File: src/rtl/rsa_defines.vh
// Purpose: constants of the rectifier status and alarm read-back bank
// Assumes: byte-level serial front end outside this block
// Notes: definitions only
`ifndef RSA_DEFINES_VH
`define RSA_DEFINES_VH

// ==========================================
// command codes
`define RSA_CMD_SUMMARY 8'hd0
`define RSA_CMD_UNIT 8'hd1
`define RSA_CMD_ALARM 8'hd2

// ==========================================
// frame sizes
`define RSA_SUMMARY_COUNT 8'h0b
`define RSA_ALARM_COUNT 8'h03
`define RSA_SUMMARY_LEN 4'hc
`define RSA_UNIT_LEN 4'h2
`define RSA_ALARM_LEN 4'h4
`define RSA_FILL_BYTE 8'hff

// ==========================================
// reset values
`define RSA_UNIT_HIGH_RST 8'h40
`define RSA_UNIT_LOW_RST 8'h80
`define RSA_ALARM_RST 8'h00

// ==========================================
// unit_flags_high fields
`define RSA_UH_PEC_ERR 7
`define RSA_UH_OC_HICCUP 6
`define RSA_UH_BAD_INSTR 5
`define RSA_UH_ORNG_FAIL 3
`define RSA_UH_RANGE 1
`define RSA_UH_REMOTE_ON 0

// ==========================================
// alarm fields
`define RSA_A3_ORNG 0
`define RSA_A2_POWER_DELIVERY 0

// ==========================================
// power delivery threshold, share current in milliamps
`define RSA_SHARE_LIMIT_MA 16'd10000

// ==========================================
// packet error check
`define RSA_PEC_POLY 8'h07
`define RSA_PEC_INIT 8'h00

`endif

File: src/rtl/rsa_pec8.v
// Purpose: one-byte update of the packet error check code
// Assumes: polynomial x8+x2+x+1, msb first
// Notes: purely combinational
`timescale 1ns/1ps
`include "rsa_defines.vh"

module rsa_pec8 (
	input wire [7:0] crc_i,
	input wire [7:0] data_i,
	output reg [7:0] crc_o
);

	integer k;
	reg [7:0] c;

	always @* begin
		c = crc_i ^ data_i;
		for (k = 0; k < 8; k = k + 1) begin
			if (c[7])
				c = {c[6:0], 1'b0} ^ `RSA_PEC_POLY;
			else
				c = {c[6:0], 1'b0};
		end
		crc_o = c;
	end

endmodule // rsa_pec8

File: src/rtl/rsa_bank.v
// Purpose: status and alarm register bank with serial read-back frames
// Assumes: front end hands over command, repeated start and byte requests
// Notes: frame is snapshotted at the repeated start for coherence
//
// Summary of operation
// - command 0xd0 answers a block read whose byte count is 11.
// - summary order: unit pair, alarms 3 2 1, volts, amps, temp, then pec.
// - summary temperature is the sensor nearest its shutdown limit.
// - command 0xd1 returns unit high byte then unit low byte as a word read.
// - command 0xd2 returns alarm three, two, one in that order.
// - the five bytes read together or as unit pair and alarm batch.
// - unit high bit 0 follows the remote on/off input level.
// - alarm three holds interlock, fuse, three link faults, or'ing fault.
// - or'ing fault is set by a failing host test or a failing internal test.
// - a destructive or'ing fault shuts the output down.
// - a non-destructive or'ing fault is only flagged.
// - power delivery alarm rises when share current exceeds 10 A.
// - block reads lead with a byte count without pec, analog lsb first.
`timescale 1ns/1ps
`include "rsa_defines.vh"

module rsa_bank #(
	parameter NSENS = 3,
	parameter [6:0] SLAVE_ADDR = 7'h58
) (
	input wire clk_i,
	input wire rstn_i,
	input wire cmd_valid_i,
	input wire [7:0] cmd_code_i,
	input wire rd_start_i,
	input wire rd_req_i,
	input wire pec_err_i,
	input wire oc_hiccup_i,
	input wire bad_instr_i,
	input wire value_range_flag_i,
	input wire remote_on_i,
	input wire ot_hiccup_i,
	input wire orng_ok_i,
	input wire internal_fault_i,
	input wire shutdown_i,
	input wire service_led_i,
	input wire external_fault_i,
	input wire led_test_i,
	input wire output_on_i,
	input wire [4:0] alarm_three_src_i,
	input wire [6:0] alarm_two_src_i,
	input wire [7:0] alarm_one_src_i,
	input wire host_test_fail_i,
	input wire self_test_fail_i,
	input wire orng_destructive_i,
	input wire orng_clear_i,
	input wire [15:0] share_ma_i,
	input wire [15:0] vout_i,
	input wire [15:0] iout_i,
	input wire [NSENS*16-1:0] temp_i,
	input wire [NSENS*16-1:0] temp_limit_i,
	output reg [7:0] rd_data_o,
	output reg rd_valid_o,
	output reg out_shutdown_o,
	output reg orng_fault_o
);

	// ==========================================
	// flag registers
	reg [7:0] unit_flags_high_reg;
	reg [7:0] unit_flags_low_reg;
	reg [7:0] alarm_byte_three_reg;
	reg [7:0] alarm_byte_two_reg;
	reg [7:0] alarm_byte_one_reg;
	reg host_fail_reg;
	reg orng_next;
	reg shut_next;
	reg host_fail_next;

	always @* begin
		orng_next = orng_fault_o;
		shut_next = out_shutdown_o;
		host_fail_next = host_fail_reg;
		if (orng_clear_i) begin
			orng_next = 1'b0;
			shut_next = 1'b0;
			host_fail_next = 1'b0;
		end
		// set wins over clear
		if (host_test_fail_i || self_test_fail_i)
			orng_next = 1'b1;
		if (host_test_fail_i)
			host_fail_next = 1'b1;
		// destructive fault shuts down, otherwise flag only
		if ((host_test_fail_i || self_test_fail_i) && orng_destructive_i)
			shut_next = 1'b1;
	end

	always @(posedge clk_i or negedge rstn_i) begin
		if (!rstn_i) begin
			orng_fault_o <= 1'b0;
			out_shutdown_o <= 1'b0;
			host_fail_reg <= 1'b0;
		end else begin
			orng_fault_o <= orng_next;
			out_shutdown_o <= shut_next;
			host_fail_reg <= host_fail_next;
		end
	end

	always @(posedge clk_i or negedge rstn_i) begin
		if (!rstn_i) begin
			unit_flags_high_reg <= `RSA_UNIT_HIGH_RST;
			unit_flags_low_reg <= `RSA_UNIT_LOW_RST;
			alarm_byte_three_reg <= `RSA_ALARM_RST;
			alarm_byte_two_reg <= `RSA_ALARM_RST;
			alarm_byte_one_reg <= `RSA_ALARM_RST;
		end else begin
			unit_flags_high_reg <= {pec_err_i, oc_hiccup_i, bad_instr_i,
				1'b0, host_fail_next, 1'b0, value_range_flag_i,
				remote_on_i};
			unit_flags_low_reg <= {ot_hiccup_i, orng_ok_i,
				internal_fault_i, shutdown_i | shut_next, service_led_i,
				external_fault_i, led_test_i, output_on_i};
			alarm_byte_three_reg <= {alarm_three_src_i, 2'b00,
				orng_next};
			alarm_byte_two_reg <= {alarm_two_src_i,
				share_ma_i > `RSA_SHARE_LIMIT_MA};
			alarm_byte_one_reg <= alarm_one_src_i;
		end
	end

	// ==========================================
	// hottest sensor relative to its limit
	wire [NSENS*17-1:0] margin_w;
	genvar g;
	generate
		for (g = 0; g < NSENS; g = g + 1) begin : g_margin
			assign margin_w[g*17 +: 17] = {1'b0, temp_limit_i[g*16 +: 16]}
				- {1'b0, temp_i[g*16 +: 16]};
		end
	endgenerate

	integer s;
	reg [15:0] temp_pick;
	reg signed [16:0] best_margin;

	always @* begin
		temp_pick = temp_i[15:0];
		best_margin = margin_w[16:0];
		for (s = 1; s < NSENS; s = s + 1) begin
			if ($signed(margin_w[s*17 +: 17]) < best_margin) begin
				best_margin = margin_w[s*17 +: 17];
				temp_pick = temp_i[s*16 +: 16];
			end
		end
	end

	// ==========================================
	// frame assembly
	reg [7:0] cmd_reg;
	reg [95:0] frame_next;
	reg [3:0] len_next;

	always @* begin
		frame_next = 96'h0;
		len_next = 4'h0;
		case (cmd_reg)
			`RSA_CMD_SUMMARY: begin
				frame_next = {temp_pick, iout_i, vout_i,
					alarm_byte_one_reg, alarm_byte_two_reg,
					alarm_byte_three_reg, unit_flags_low_reg,
					unit_flags_high_reg, `RSA_SUMMARY_COUNT};
				len_next = `RSA_SUMMARY_LEN;
			end
			`RSA_CMD_UNIT: begin
				frame_next = {80'h0, unit_flags_low_reg,
					unit_flags_high_reg};
				len_next = `RSA_UNIT_LEN;
			end
			`RSA_CMD_ALARM: begin
				frame_next = {64'h0, alarm_byte_one_reg, alarm_byte_two_reg,
					alarm_byte_three_reg, `RSA_ALARM_COUNT};
				len_next = `RSA_ALARM_LEN;
			end
			default: begin
				frame_next = 96'h0;
				len_next = 4'h0;
			end
		endcase
	end

	// ==========================================
	// packet error check chain
	wire [7:0] pec_wr_addr;
	wire [7:0] pec_cmd;
	wire [7:0] pec_rd_addr;
	wire [7:0] pec_byte;
	reg [7:0] pec_reg;
	reg [95:0] frame_reg;
	reg [3:0] len_reg;
	reg [3:0] idx_reg;
	reg [7:0] byte_sel;

	rsa_pec8 u_pec_wa (
		.crc_i(`RSA_PEC_INIT),
		.data_i({SLAVE_ADDR, 1'b0}),
		.crc_o(pec_wr_addr)
	);

	rsa_pec8 u_pec_cmd (
		.crc_i(pec_wr_addr),
		.data_i(cmd_code_i),
		.crc_o(pec_cmd)
	);

	rsa_pec8 u_pec_ra (
		.crc_i(pec_reg),
		.data_i({SLAVE_ADDR, 1'b1}),
		.crc_o(pec_rd_addr)
	);

	rsa_pec8 u_pec_dat (
		.crc_i(pec_reg),
		.data_i(byte_sel),
		.crc_o(pec_byte)
	);

	always @* begin
		if (idx_reg < len_reg)
			byte_sel = frame_reg[{idx_reg, 3'b000} +: 8];
		else if (idx_reg == len_reg)
			byte_sel = pec_reg;
		else
			byte_sel = `RSA_FILL_BYTE;
	end

	// ==========================================
	// read sequencing
	always @(posedge clk_i or negedge rstn_i) begin
		if (!rstn_i) begin
			cmd_reg <= 8'h00;
			pec_reg <= `RSA_PEC_INIT;
			frame_reg <= 96'h0;
			len_reg <= 4'h0;
			idx_reg <= 4'h0;
			rd_data_o <= 8'h00;
			rd_valid_o <= 1'b0;
		end else begin
			rd_valid_o <= 1'b0;
			if (cmd_valid_i) begin
				cmd_reg <= cmd_code_i;
				pec_reg <= pec_cmd;
				len_reg <= 4'h0;
				idx_reg <= 4'h0;
			end else if (rd_start_i) begin
				frame_reg <= frame_next;
				len_reg <= len_next;
				idx_reg <= 4'h0;
				pec_reg <= pec_rd_addr;
			end else if (rd_req_i) begin
				rd_data_o <= byte_sel;
				rd_valid_o <= 1'b1;
				if (idx_reg < len_reg)
					pec_reg <= pec_byte;
				if (idx_reg != 4'hf)
					idx_reg <= idx_reg + 4'h1;
			end
		end
	end

endmodule // rsa_bank

File: config.mk
export PLATFORM = sky130hd
export DESIGN_NAME = rsa_bank
export DESIGN_NICKNAME = d
export VERILOG_FILES = /design/src/rtl/rsa_pec8.v /design/src/rtl/rsa_bank.v
export VERILOG_INCLUDE_DIRS = /design/src /design/src/rtl
export SDC_FILE = /design/constraint.sdc
export NUM_CORES = 1
export LEC_CHECK = 0
export ABC_CLOCK_PERIOD_IN_PS = 7800
export BUFFER_PORTS_ARGS = -buffer_cell sky130_fd_sc_hd__buf_4
export CELL_PAD_IN_SITES_DETAIL_PLACEMENT = 1
export CELL_PAD_IN_SITES_GLOBAL_PLACEMENT = 1
export CORE_ASPECT_RATIO = 1.5
export CORE_MARGIN = 4
export CORE_UTILIZATION = 40
export CTS_BUF_LIST = sky130_fd_sc_hd__clkbuf_16
export DETAILED_ROUTE_END_ITERATION = 10
export PLACE_DENSITY_LB_ADDON = 0.1
export SKIP_CTS_REPAIR_TIMING = 1
export SYNTH_ARGS = -nofsm -noshare
export SYNTH_HDL_FRONTEND = slang
export SYNTH_HIERARCHICAL = 1
export SYNTH_SLANG_ARGS = --single-unit
File: constraint.sdc
create_clock -name clk_i -period 7.8 [get_ports clk_i]
set_clock_uncertainty 0.2 [all_clocks]
set_input_delay 1.17 -clock clk_i [delete_from_list [all_inputs] [get_ports clk_i]]
set_output_delay 1.17 -clock clk_i [all_outputs]
set_load 0.03 [all_outputs]
==> run summary, run 1 <==
global-route wire length before repair = 56,500 µm
Clk Latency, worst-skew pair = 440 ps
area grow syn2layout = 23.6%
PD cells = 246 mW/mm²
Synth area leader = dfrtp_1
#FFs+latches synth = 163
initial antenna violation count = 1
Port-buffer cells = 204
Setup TNS = 0 ps
via count = 9,604
Synth Flop Type = dfrtp_1
Hold Crit Class = reg2reg
Die X = 145 µm
final setup fails = 0
CTS Buf Count = 17
Filler cells = 3,252
Fmax = 0.137 GHz
final WL = 36,200 µm
io pins = 205
mapped cell area = 0.0113 mm²
GRT Residual Overflow = 0
CP max-delay cell = a2111oi_1
period utilisation layout = 93.7%
max-cap viol count = 0
post-place instance area = 0.0133 mm²
vias per inst = 5.39
Min Hold Slack = 269 ps
Synth Instances = 1,205
DIE AREA = 0.0310 mm²
status = finished, final reports clean
Worst EP arrival = 7410 ps
GRT Total Usage = 23.4%
warnings from Yosys = 6
most frequent cells in the layout = buf_4 (224), dfrtp_1 (161), nand2_1 (159), inv_1 (97), xnor2_1 (89)
min cycle time layout = 7310 ps
CTS Root Cell = clkbuf_16
Post-synth EDFFs = 0
RD Place Congestion = 0.857
Max-slew headroom = 32.2%
largest net degree at the start of global routing = 92
Static Leak = 6.85 nW
Mean Syn Cell Area = 9.36 µm²
clk sinks = 163
Initial DRC Count = 400
max FFs per register = 94
drt pass-1 iters = 4
CTS tree = done
dpl hpwl = 28,800 µm
Initial Utilization = 40.5%
Critical Path Fanout Max = 11
worst slew pin tran = 1010 ps
Non-Filler Instances = 1,782
endpoints failing hold = 0
Synth top area share = 35.7%
Seq/Total Area, Yosys = 36.2%
Clock Path Buffers = 2
peak supply drop = 0.169 mV
Die Y = 214 µm
main area contributors after synthesis = dfrtp_1 (36%), ha_1 (9.2%), xnor2_1 (6.9%)
core area = 0.0279 mm²
Crit Path Class = in2reg
share of cells above drive strength 1 = 22.9%
CP Launch Type = input pin
RSZ-0062 raised after global routing = no
DR WL/cell = 20.3 µm
fin. max-slew vios = 0
Setup crit end kind = flop
antenna-violating nets left = 0
Cells after DPL = 1,748
FP Rows = 75
commonest non-fill, non-tap cell in the layout = buf_4
number of global-route vias before repair = 10,700
CTS clk-pin slew, worst paths = 70 ps
worst setup margin = 488 ps
DRC viols = 0
Yosys cell types = 67
Req. time, crit path = 7900 ps
crit-path max cell delay = 370 ps
post-place setup slack = -138 ps
FFs w/ async S/R, synth = 100%
Post-Layout Inst Area = 0.0139 mm²
H-tree Lvls = 4
fin nets = 1,701
-- worst paths after layout --
| check | start | to | slack [ps] | cells after the start |
|---|---|---|---|---|
| max in group asynchronous | rstn_i | pec_reg[5]$_DFFE_PN0P_ | 5300 | 2 |
| min in group asynchronous | rstn_i | cmd_reg[3]$_DFFE_PN0P_ | 610 | 1 |
| setup reg to reg | idx_reg[1]$_DFFE_PN0P_ | pec_reg[0]$_DFFE_PN0P_ | 3870 | 15 |
| hold reg to reg | frame_reg[41]$_DFFE_PN0P_ | frame_reg[41]$_DFFE_PN0P_ | 270 | 2 |
| setup / recovery | temp_i[17] | frame_reg[88]$_DFFE_PN0P_ | 490 | 34 |
| hold / removal | frame_reg[41]$_DFFE_PN0P_ | frame_reg[41]$_DFFE_PN0P_ | 270 | 2 |
-- area by class of cell --
cell class	instances	area (µm²)	share of cell area (%)
clock inverter	15	165	1.19
clock buffer	17	425	3.05
timing repair buffer	227	1730	12.4
inverter	96	360	2.59
tap	346	433	3.11
antenna	2	5.00	0.0359
multi-input combinational	916	6730	48.3
sequential	163	4080	29.3
-- power by group --
part           switching (mW)  total, mW  internal, mW
Clock                   0.350      0.849         0.499
Combinational           0.861       1.60         0.735
Sequential             0.0698      0.986         0.916
Total                    1.28       3.43          2.15
-- worst max-delay path: cells and delay by family --
kind / cells / cell delay, ps
XOR/XNOR: 1 / 110
adder cells (fa/ha/maj): 3 / 810
AO/OA/AOI/OAI: 16 / 3130
buffers and inverters: 7 / 1010
AND/OR/NAND/NOR: 4 / 560
multiplexers: 3 / 620
-- per-layer routing --
metal  routed length (µm)  track usage [%]  up-vias
met5                    0                0        -
met4                 1540             10.4        0
met3                 1310             3.89       59
met2                21200             48.9      193
met1                12100             22.1     4767
li1                     -                -     4585
-- cell usage after synthesis, types with 10 or more instances --
library cell and n:
a221oi_1 14, nand3_1 58, mux4_2 22, inv_1 95, nor2_1 86, mux2i_1 55, o21ai_0 52, dfrtp_1 161
xor2_1 33, nor2b_1 16, o221ai_2 10, a21oi_1 53, mux2_2 16, xnor2_1 89, ha_1 83, a21o_1 13
nand2_1 159, clkbuf_1 38
-- through the flow --
step,utilization (%),power (mW)
3_3_place_gp,47.9,2.56
5_1_grt,50.0,3.64
2_1_floorplan,-,2.11
4_1_cts,50.0,3.46
3_5_place_dp,47.9,2.61
6_report,50.0,3.43
-- logic make-up (layout without fill, tap and decap cells) --
kind of cell               Yosys count  after routing  synth area share, %
and+or+nand+nor                    369            369                 14.5
AOI/OAI and AO/OA                  221            221                 13.8
DFF                                163            163                 36.2
buffers and inverters              148            355                 5.14
xor gates and xnor gates           122            122                 9.48
muxes                               94             94                 11.0
adders and majority gates           86             86                 9.74
other                                2             26               0.0666
Power figures use the tool's default switching activity.
==> run 2, diff against run 1 <==
CTS_BUF_LIST = sky130_fd_sc_hd__clkbuf_4 sky130_fd_sc_hd__clkbuf_8   (was sky130_fd_sc_hd__clkbuf_16)
==> run summary, run 2 (same netlist as run 1, synthesis figures left out) <==
logic gate share of total power = 49.2% (was 46.5%)
FP Rows = 75 (unchanged)
Min Hold Slack = 272 ps (was 269 ps)
multi-input logic area = 0.00673 mm² (about the same)
via count = 9,548 (was 9,604)
GRT busiest layer = met2 (unchanged)
CTS Root Cell = clkbuf_8 (was clkbuf_16)
peak supply drop = 0.103 mV (was 0.169 mV)
CP Launch Type = input pin (unchanged)
core area = 0.0279 mm² (unchanged)
period utilisation layout = 94.0% (was 93.7%)
RSZ-0062 raised after global routing = no (unchanged)
GRT Total Usage = 23.0% (was 23.4%)
Clock Path Buffers = 2 (unchanged)
io pins = 205 (unchanged)
max FFs per register = 94 (unchanged)
RD Place Congestion = 0.857 (unchanged)
Die X = 145 µm (unchanged)
Setup crit end kind = flop (unchanged)
CTS Buf Count = 17 (unchanged)
Port-buffer cells = 204 (unchanged)
Worst Hold Depth = 2 (unchanged)
H-tree Lvls = 4 (unchanged)
global-route wire length before repair = 55,600 µm (was 56,500 µm)
final WL = 35,900 µm (was 36,200 µm)
endpoints failing hold = 0 (unchanged)
GR Util met3 = 3.89% (unchanged)
antenna-violating nets left = 0 (unchanged)
DIE AREA = 0.0310 mm² (unchanged)
number of global-route vias before repair = 10,600 (was 10,700)
Crit Path Class = in2reg (unchanged)
worst slew pin tran = 971 ps (was 1010 ps)
Static Leak = 6.77 nW (was 6.85 nW)
Switching Share = 38.5% (was 37.3%)
CTS tree = done (unchanged)
drt pass-1 iters = 4 (unchanged)
Die Y = 214 µm (unchanged)
GRT Residual Overflow = 0 (unchanged)
dpl hpwl = 28,800 µm (unchanged)
min cycle time layout = 7340 ps (was 7310 ps)
Net Sw Power = 1.25 mW (was 1.28 mW)
Max-slew headroom = 35.0% (was 32.2%)
max-cap viol count = 0 (unchanged)
Initial Utilization = 40.5% (unchanged)
worst setup margin = 465 ps (was 488 ps)
PD cells = 235 mW/mm² (was 246 mW/mm²)
Fmax = 0.136 GHz (was 0.137 GHz)
CTS clk-pin slew, worst paths = 90 ps (was 70 ps)
reg2reg path depth = 15 (unchanged)
final setup fails = 0 (unchanged)
initial antenna violation count = 1 (unchanged)
DR WL/cell = 20.1 µm (was 20.3 µm)
post-place setup slack = -138 ps (unchanged)
crit-path max cell delay = 410 ps (was 370 ps)
largest net degree at the start of global routing = 92 (unchanged)
CP max-delay cell = a2111oi_0 (was a2111oi_1)
area grow syn2layout = 22.1% (was 23.6%)
post-place instance area = 0.0133 mm² (unchanged)
GRT met2 Usage = 48.2% (was 48.9%)
utilization after layout = 49.4% (was 50.0%)
Critical Path Fanout Max = 11 (unchanged)
part of the power in registers = 30.4% (was 28.7%)
share of cells above drive strength 1 = 23.2% (was 22.9%)
Initial DRC Count = 347 (was 400)
Filler cells = 3,273 (was 3,252)
met1 Track Usage GR = 21.7% (was 22.1%)
most frequent cells in the layout = buf_4 (224), dfrtp_1 (161), nand2_1 (159), inv_1 (95), xnor2_1 (89) (was buf_4 (224), dfrtp_1 (161), nand2_1 (159), inv_1 (97), xnor2_1 (89))
vias per inst = 5.36 (was 5.39)
Post-Layout Inst Area = 0.0138 mm² (was 0.0139 mm²)
Worst EP arrival = 7460 ps (was 7410 ps)
DRC viols = 0 (unchanged)
clk sinks = 163 (unchanged)
Internal = 1.99 mW (was 2.15 mW)
Clk Latency, worst-skew pair = 460 ps (was 440 ps)
status = finished, final reports clean (unchanged)
register area = 0.00408 mm² (unchanged)
clock share of power = 20.4% (was 24.8%)
Hold Crit Class = reg2reg (unchanged)
Req. time, crit path = 7930 ps (was 7900 ps)
fin nets = 1,701 (unchanged)
fin. max-slew vios = 0 (unchanged)
commonest non-fill, non-tap cell in the layout = buf_4 (unchanged)
## run 2: path summary, 6_finish.rpt
path / to / slack, ps / start
worst max-delay path: frame_reg[90]$_DFFE_PN0P_ / 460 / temp_i[17]
worst min register to register: frame_reg[41]$_DFFE_PN0P_ / 270 / frame_reg[41]$_DFFE_PN0P_
worst min-delay path: frame_reg[41]$_DFFE_PN0P_ / 270 / frame_reg[41]$_DFFE_PN0P_
min in group asynchronous: cmd_reg[4]$_DFFE_PN0P_ / 560 / rstn_i
max in group asynchronous: frame_reg[34]$_DFFE_PN0P_ / 5290 / rstn_i
worst max register to register: pec_reg[0]$_DFFE_PN0P_ / 3900 / idx_reg[1]$_DFFE_PN0P_
## run 2: power by group through the flow
| stage | Sequential, mW | Combinational, mW | Clock [mW] |
|---|---|---|---|
| 2_1_floorplan | 1.02 | 1.09 | 0 |
| 3_3_place_gp | 1.00 | 1.56 | 0 |
| 3_5_place_dp | 1.00 | 1.60 | 0 |
| 4_1_cts | 0.986 | 1.61 | 0.679 |
| 5_1_grt | 0.993 | 1.75 | 0.713 |
| 6_report | 0.984 | 1.59 | 0.661 |
## run 2: critical path: cells and delay by family
family          cells  cell delay, ps
xor+xnor            1             110
fa+ha+maj           3             810
buf+inv             7            1030
simple gates        4             550
compound gates     16            3140
mux                 3             620
## run 2: per-stage QoR
stage	setup TNS, ps	total power, mW	cells
2_1_floorplan	0	2.11	1227
3_3_place_gp	0	2.56	1748
3_5_place_dp	-1800	2.61	1748
4_1_cts	0	3.28	1780
5_1_grt	0	3.45	1780
6_report	0	3.24	1782
## run 2: area by class of cell
cell class,count,area share [%]
antenna,2,0.0363
clock buffer,21,2.01
timing repair buffer,227,12.6
multi-input combinational,916,48.9
inverter,96,2.62
clock inverter,11,1.09
tap,346,3.14
sequential,163,29.6
## run 2: metal layers
| layer | wire length (µm) | vias up |
|---|---|---|
| li1 | - | 4581 |
| met1 | 12200 | 4733 |
| met2 | 20900 | 182 |
| met3 | 1400 | 52 |
| met4 | 1400 | 0 |
| met5 | 0 | - |
==> run 3, diff against run 2 <==
==> constraint.sdc (replaced) <==
create_clock -name clk_i -period 7.8 [get_ports clk_i]
set_clock_uncertainty 0.2 [all_clocks]
set_input_delay 0.78 -clock clk_i [delete_from_list [all_inputs] [get_ports clk_i]]
set_output_delay 0.78 -clock clk_i [all_outputs]
set_load 0.03 [all_outputs]
==> run summary, run 3 (same netlist as run 1, synthesis figures left out) <==
status = finished, final reports clean (unchanged)
Die X = 145 µm (unchanged)
Internal = 1.98 mW (was 1.99 mW)
H-tree Lvls = 4 (unchanged)
peak supply drop = 0.113 mV (was 0.103 mV)
most frequent cells in the layout = buf_4 (216), dfrtp_1 (161), nand2_1 (159), inv_1 (95), xnor2_1 (89) (was buf_4 (224), dfrtp_1 (161), nand2_1 (159), inv_1 (95), xnor2_1 (89))
io pins = 205 (unchanged)
RD Place Congestion = 0.868 (was 0.857)
utilization after layout = 49.2% (was 49.4%)
global-route wire length before repair = 55,300 µm (was 55,600 µm)
Net Sw Power = 1.24 mW (was 1.25 mW)
DIE AREA = 0.0310 mm² (unchanged)
largest net degree at the start of global routing = 100 (was 92)
part of the power in registers = 30.6% (was 30.4%)
PD cells = 235 mW/mm² (about the same)
Setup TNS = 0 ps (unchanged)
Port-buffer cells = 204 (unchanged)
post-place setup slack = 246 ps (was -138 ps)
Post-Layout Inst Area = 0.0137 mm² (was 0.0138 mm²)
CTS tree = done (unchanged)
GRT Total Usage = 22.9% (was 23.0%)
DR WL/cell = 20.2 µm (was 20.1 µm)
Clock Path Buffers = 2 (unchanged)
min cycle time layout = 7100 ps (was 7340 ps)
area grow syn2layout = 21.6% (was 22.1%)
antenna-violating nets left = 0 (unchanged)
Max-slew headroom = 28.3% (was 35.0%)
via count = 9,538 (was 9,548)
max-cap viol count = 0 (unchanged)
reg2reg path depth = 13 (was 15)
Clk Latency, worst-skew pair = 460 ps (about the same)
initial antenna violation count = 1 (unchanged)
period utilisation layout = 91.0% (was 94.0%)
fin nets = 1,693 (was 1,701)
Initial Utilization = 40.5% (unchanged)
logic gate share of total power = 48.9% (was 49.2%)
number of global-route vias before repair = 10,500 (was 10,600)
CTS Buf Count = 17 (unchanged)
post-place instance area = 0.0133 mm² (about the same)
Static Leak = 6.75 nW (was 6.77 nW)
reg2reg setup slack = 3910 ps (was 3900 ps)
r2r endpoint = pec_reg[1]$_DFFE_PN0P_ (was pec_reg[0]$_DFFE_PN0P_)
final WL = 35,700 µm (was 35,900 µm)
DRC viols = 0 (unchanged)
final setup fails = 0 (unchanged)
Hold Crit Class = in2async (was reg2reg)
FP Rows = 75 (unchanged)
endpoints failing hold = 0 (unchanged)
Critical Path Fanout Max = 12 (was 11)
Switching Share = 38.5% (about the same)
dpl hpwl = 28,700 µm (was 28,800 µm)
Setup crit end kind = flop (unchanged)
max FFs per register = 94 (unchanged)
RSZ-0062 raised after global routing = no (unchanged)
Filler cells = 3,250 (was 3,273)
Fmax = 0.141 GHz (was 0.136 GHz)
Crit Path Class = in2reg (unchanged)
vias per inst = 5.38 (was 5.36)
clock share of power = 20.5% (was 20.4%)
fin. max-slew vios = 0 (unchanged)
GRT Residual Overflow = 0 (unchanged)
Min Hold Slack = 190 ps (was 272 ps)
CTS clk-pin slew, worst paths = 90 ps (about the same)
commonest non-fill, non-tap cell in the layout = buf_4 (unchanged)
share of cells above drive strength 1 = 22.7% (was 23.2%)
Die Y = 214 µm (unchanged)
WP buf/inv = 8 (was 7)
Worst R2R Start = idx_reg[2]$_DFFE_PN0P_ (was idx_reg[1]$_DFFE_PN0P_)
most used cell, CP = buf_4
CTS Root Cell = clkbuf_8 (unchanged)
CP max-delay cell = o21ai_0 (was a2111oi_0)
delay-heaviest family, CP = compound AO/OA/AOI/OAI gates (unchanged)
worst slew pin tran = 1080 ps (was 971 ps)
Initial DRC Count = 470 (was 347)
crit-path max cell delay = 320 ps (was 410 ps)
CP Launch Type = input pin (unchanged)
worst setup margin = 702 ps (was 465 ps)
Worst EP arrival = 7230 ps (was 7460 ps)
clk sinks = 163 (unchanged)
Req. time, crit path = 7930 ps (about the same)
drt pass-1 iters = 5 (was 4)
core area = 0.0279 mm² (unchanged)
-- run 3: cell types whose count changed in the layout (fill, tap and decap cells not counted) --
cell,before,now
clkinv_4,0,5
o311ai_1,2,1
buf_4,224,216
clkbuf_4,2,1
clkinvlp_4,5,1
clkinv_2,1,3
o21ai_0,51,52
o311ai_0,1,2
diode_2,2,1
inv_6,2,0
o21ai_1,6,5
-- run 3: power groups by stage --
| stage | sequential, mW | clock, mW | combinational (mW) |
|---|---|---|---|
| 2_1_floorplan | 1.02 | 0 | 1.09 |
| 3_3_place_gp | 1.00 | 0 | 1.56 |
| 3_5_place_dp | 1.00 | 0 | 1.59 |
| 4_1_cts | 0.987 | 0.676 | 1.59 |
| 5_1_grt | 0.994 | 0.714 | 1.74 |
| 6_report | 0.984 | 0.660 | 1.57 |
-- run 3: layout make-up --
cell class / instances / area [µm²] / area share, %
repair buffers: 219 / 1670 / 12.2
clock buffers: 20 / 269 / 1.96
well taps: 346 / 433 / 3.16
diodes: 1 / 2.50 / 0.0183
clock inverters: 12 / 156 / 1.14
multi-input cells: 916 / 6730 / 49.1
flip-flops and latches: 163 / 4080 / 29.8
inverters: 96 / 360 / 2.63
-- run 3: per-layer routing --
metal / GRT usage, % / part of all wire (%) / vias up
met5: 0 / 0 / -
met4: 10.7 / 4.4 / 0
met3: 3.66 / 3.2 / 56
met2: 47.1 / 58 / 186
met1: 22.1 / 34 / 4721
li1: - / - / 4575
-- run 3: metrics by stage --
step	std cells	power [mW]
finish	1773	3.22
global route	1772	3.44
CTS	1772	3.26
detailed placement	1740	2.59
global placement	1740	2.56
floorplan	1227	2.11
-- run 3: worst max path at each step --
stage	start	endpoint	slack (ps)	cells past startpoint
floorplan	temp_i[1]	frame_reg[86]$_DFFE_PN0P_	1020	35
global placement	temp_i[1]	frame_reg[87]$_DFFE_PN0P_	440	36
detailed placement	temp_i[1]	frame_reg[87]$_DFFE_PN0P_	250	35
CTS	temp_i[1]	frame_reg[91]$_DFFE_PN0P_	730	35
global route	temp_i[1]	frame_reg[88]$_DFFE_PN0P_	220	36
finish	temp_i[1]	frame_reg[89]$_DFFE_PN0P_	700	35
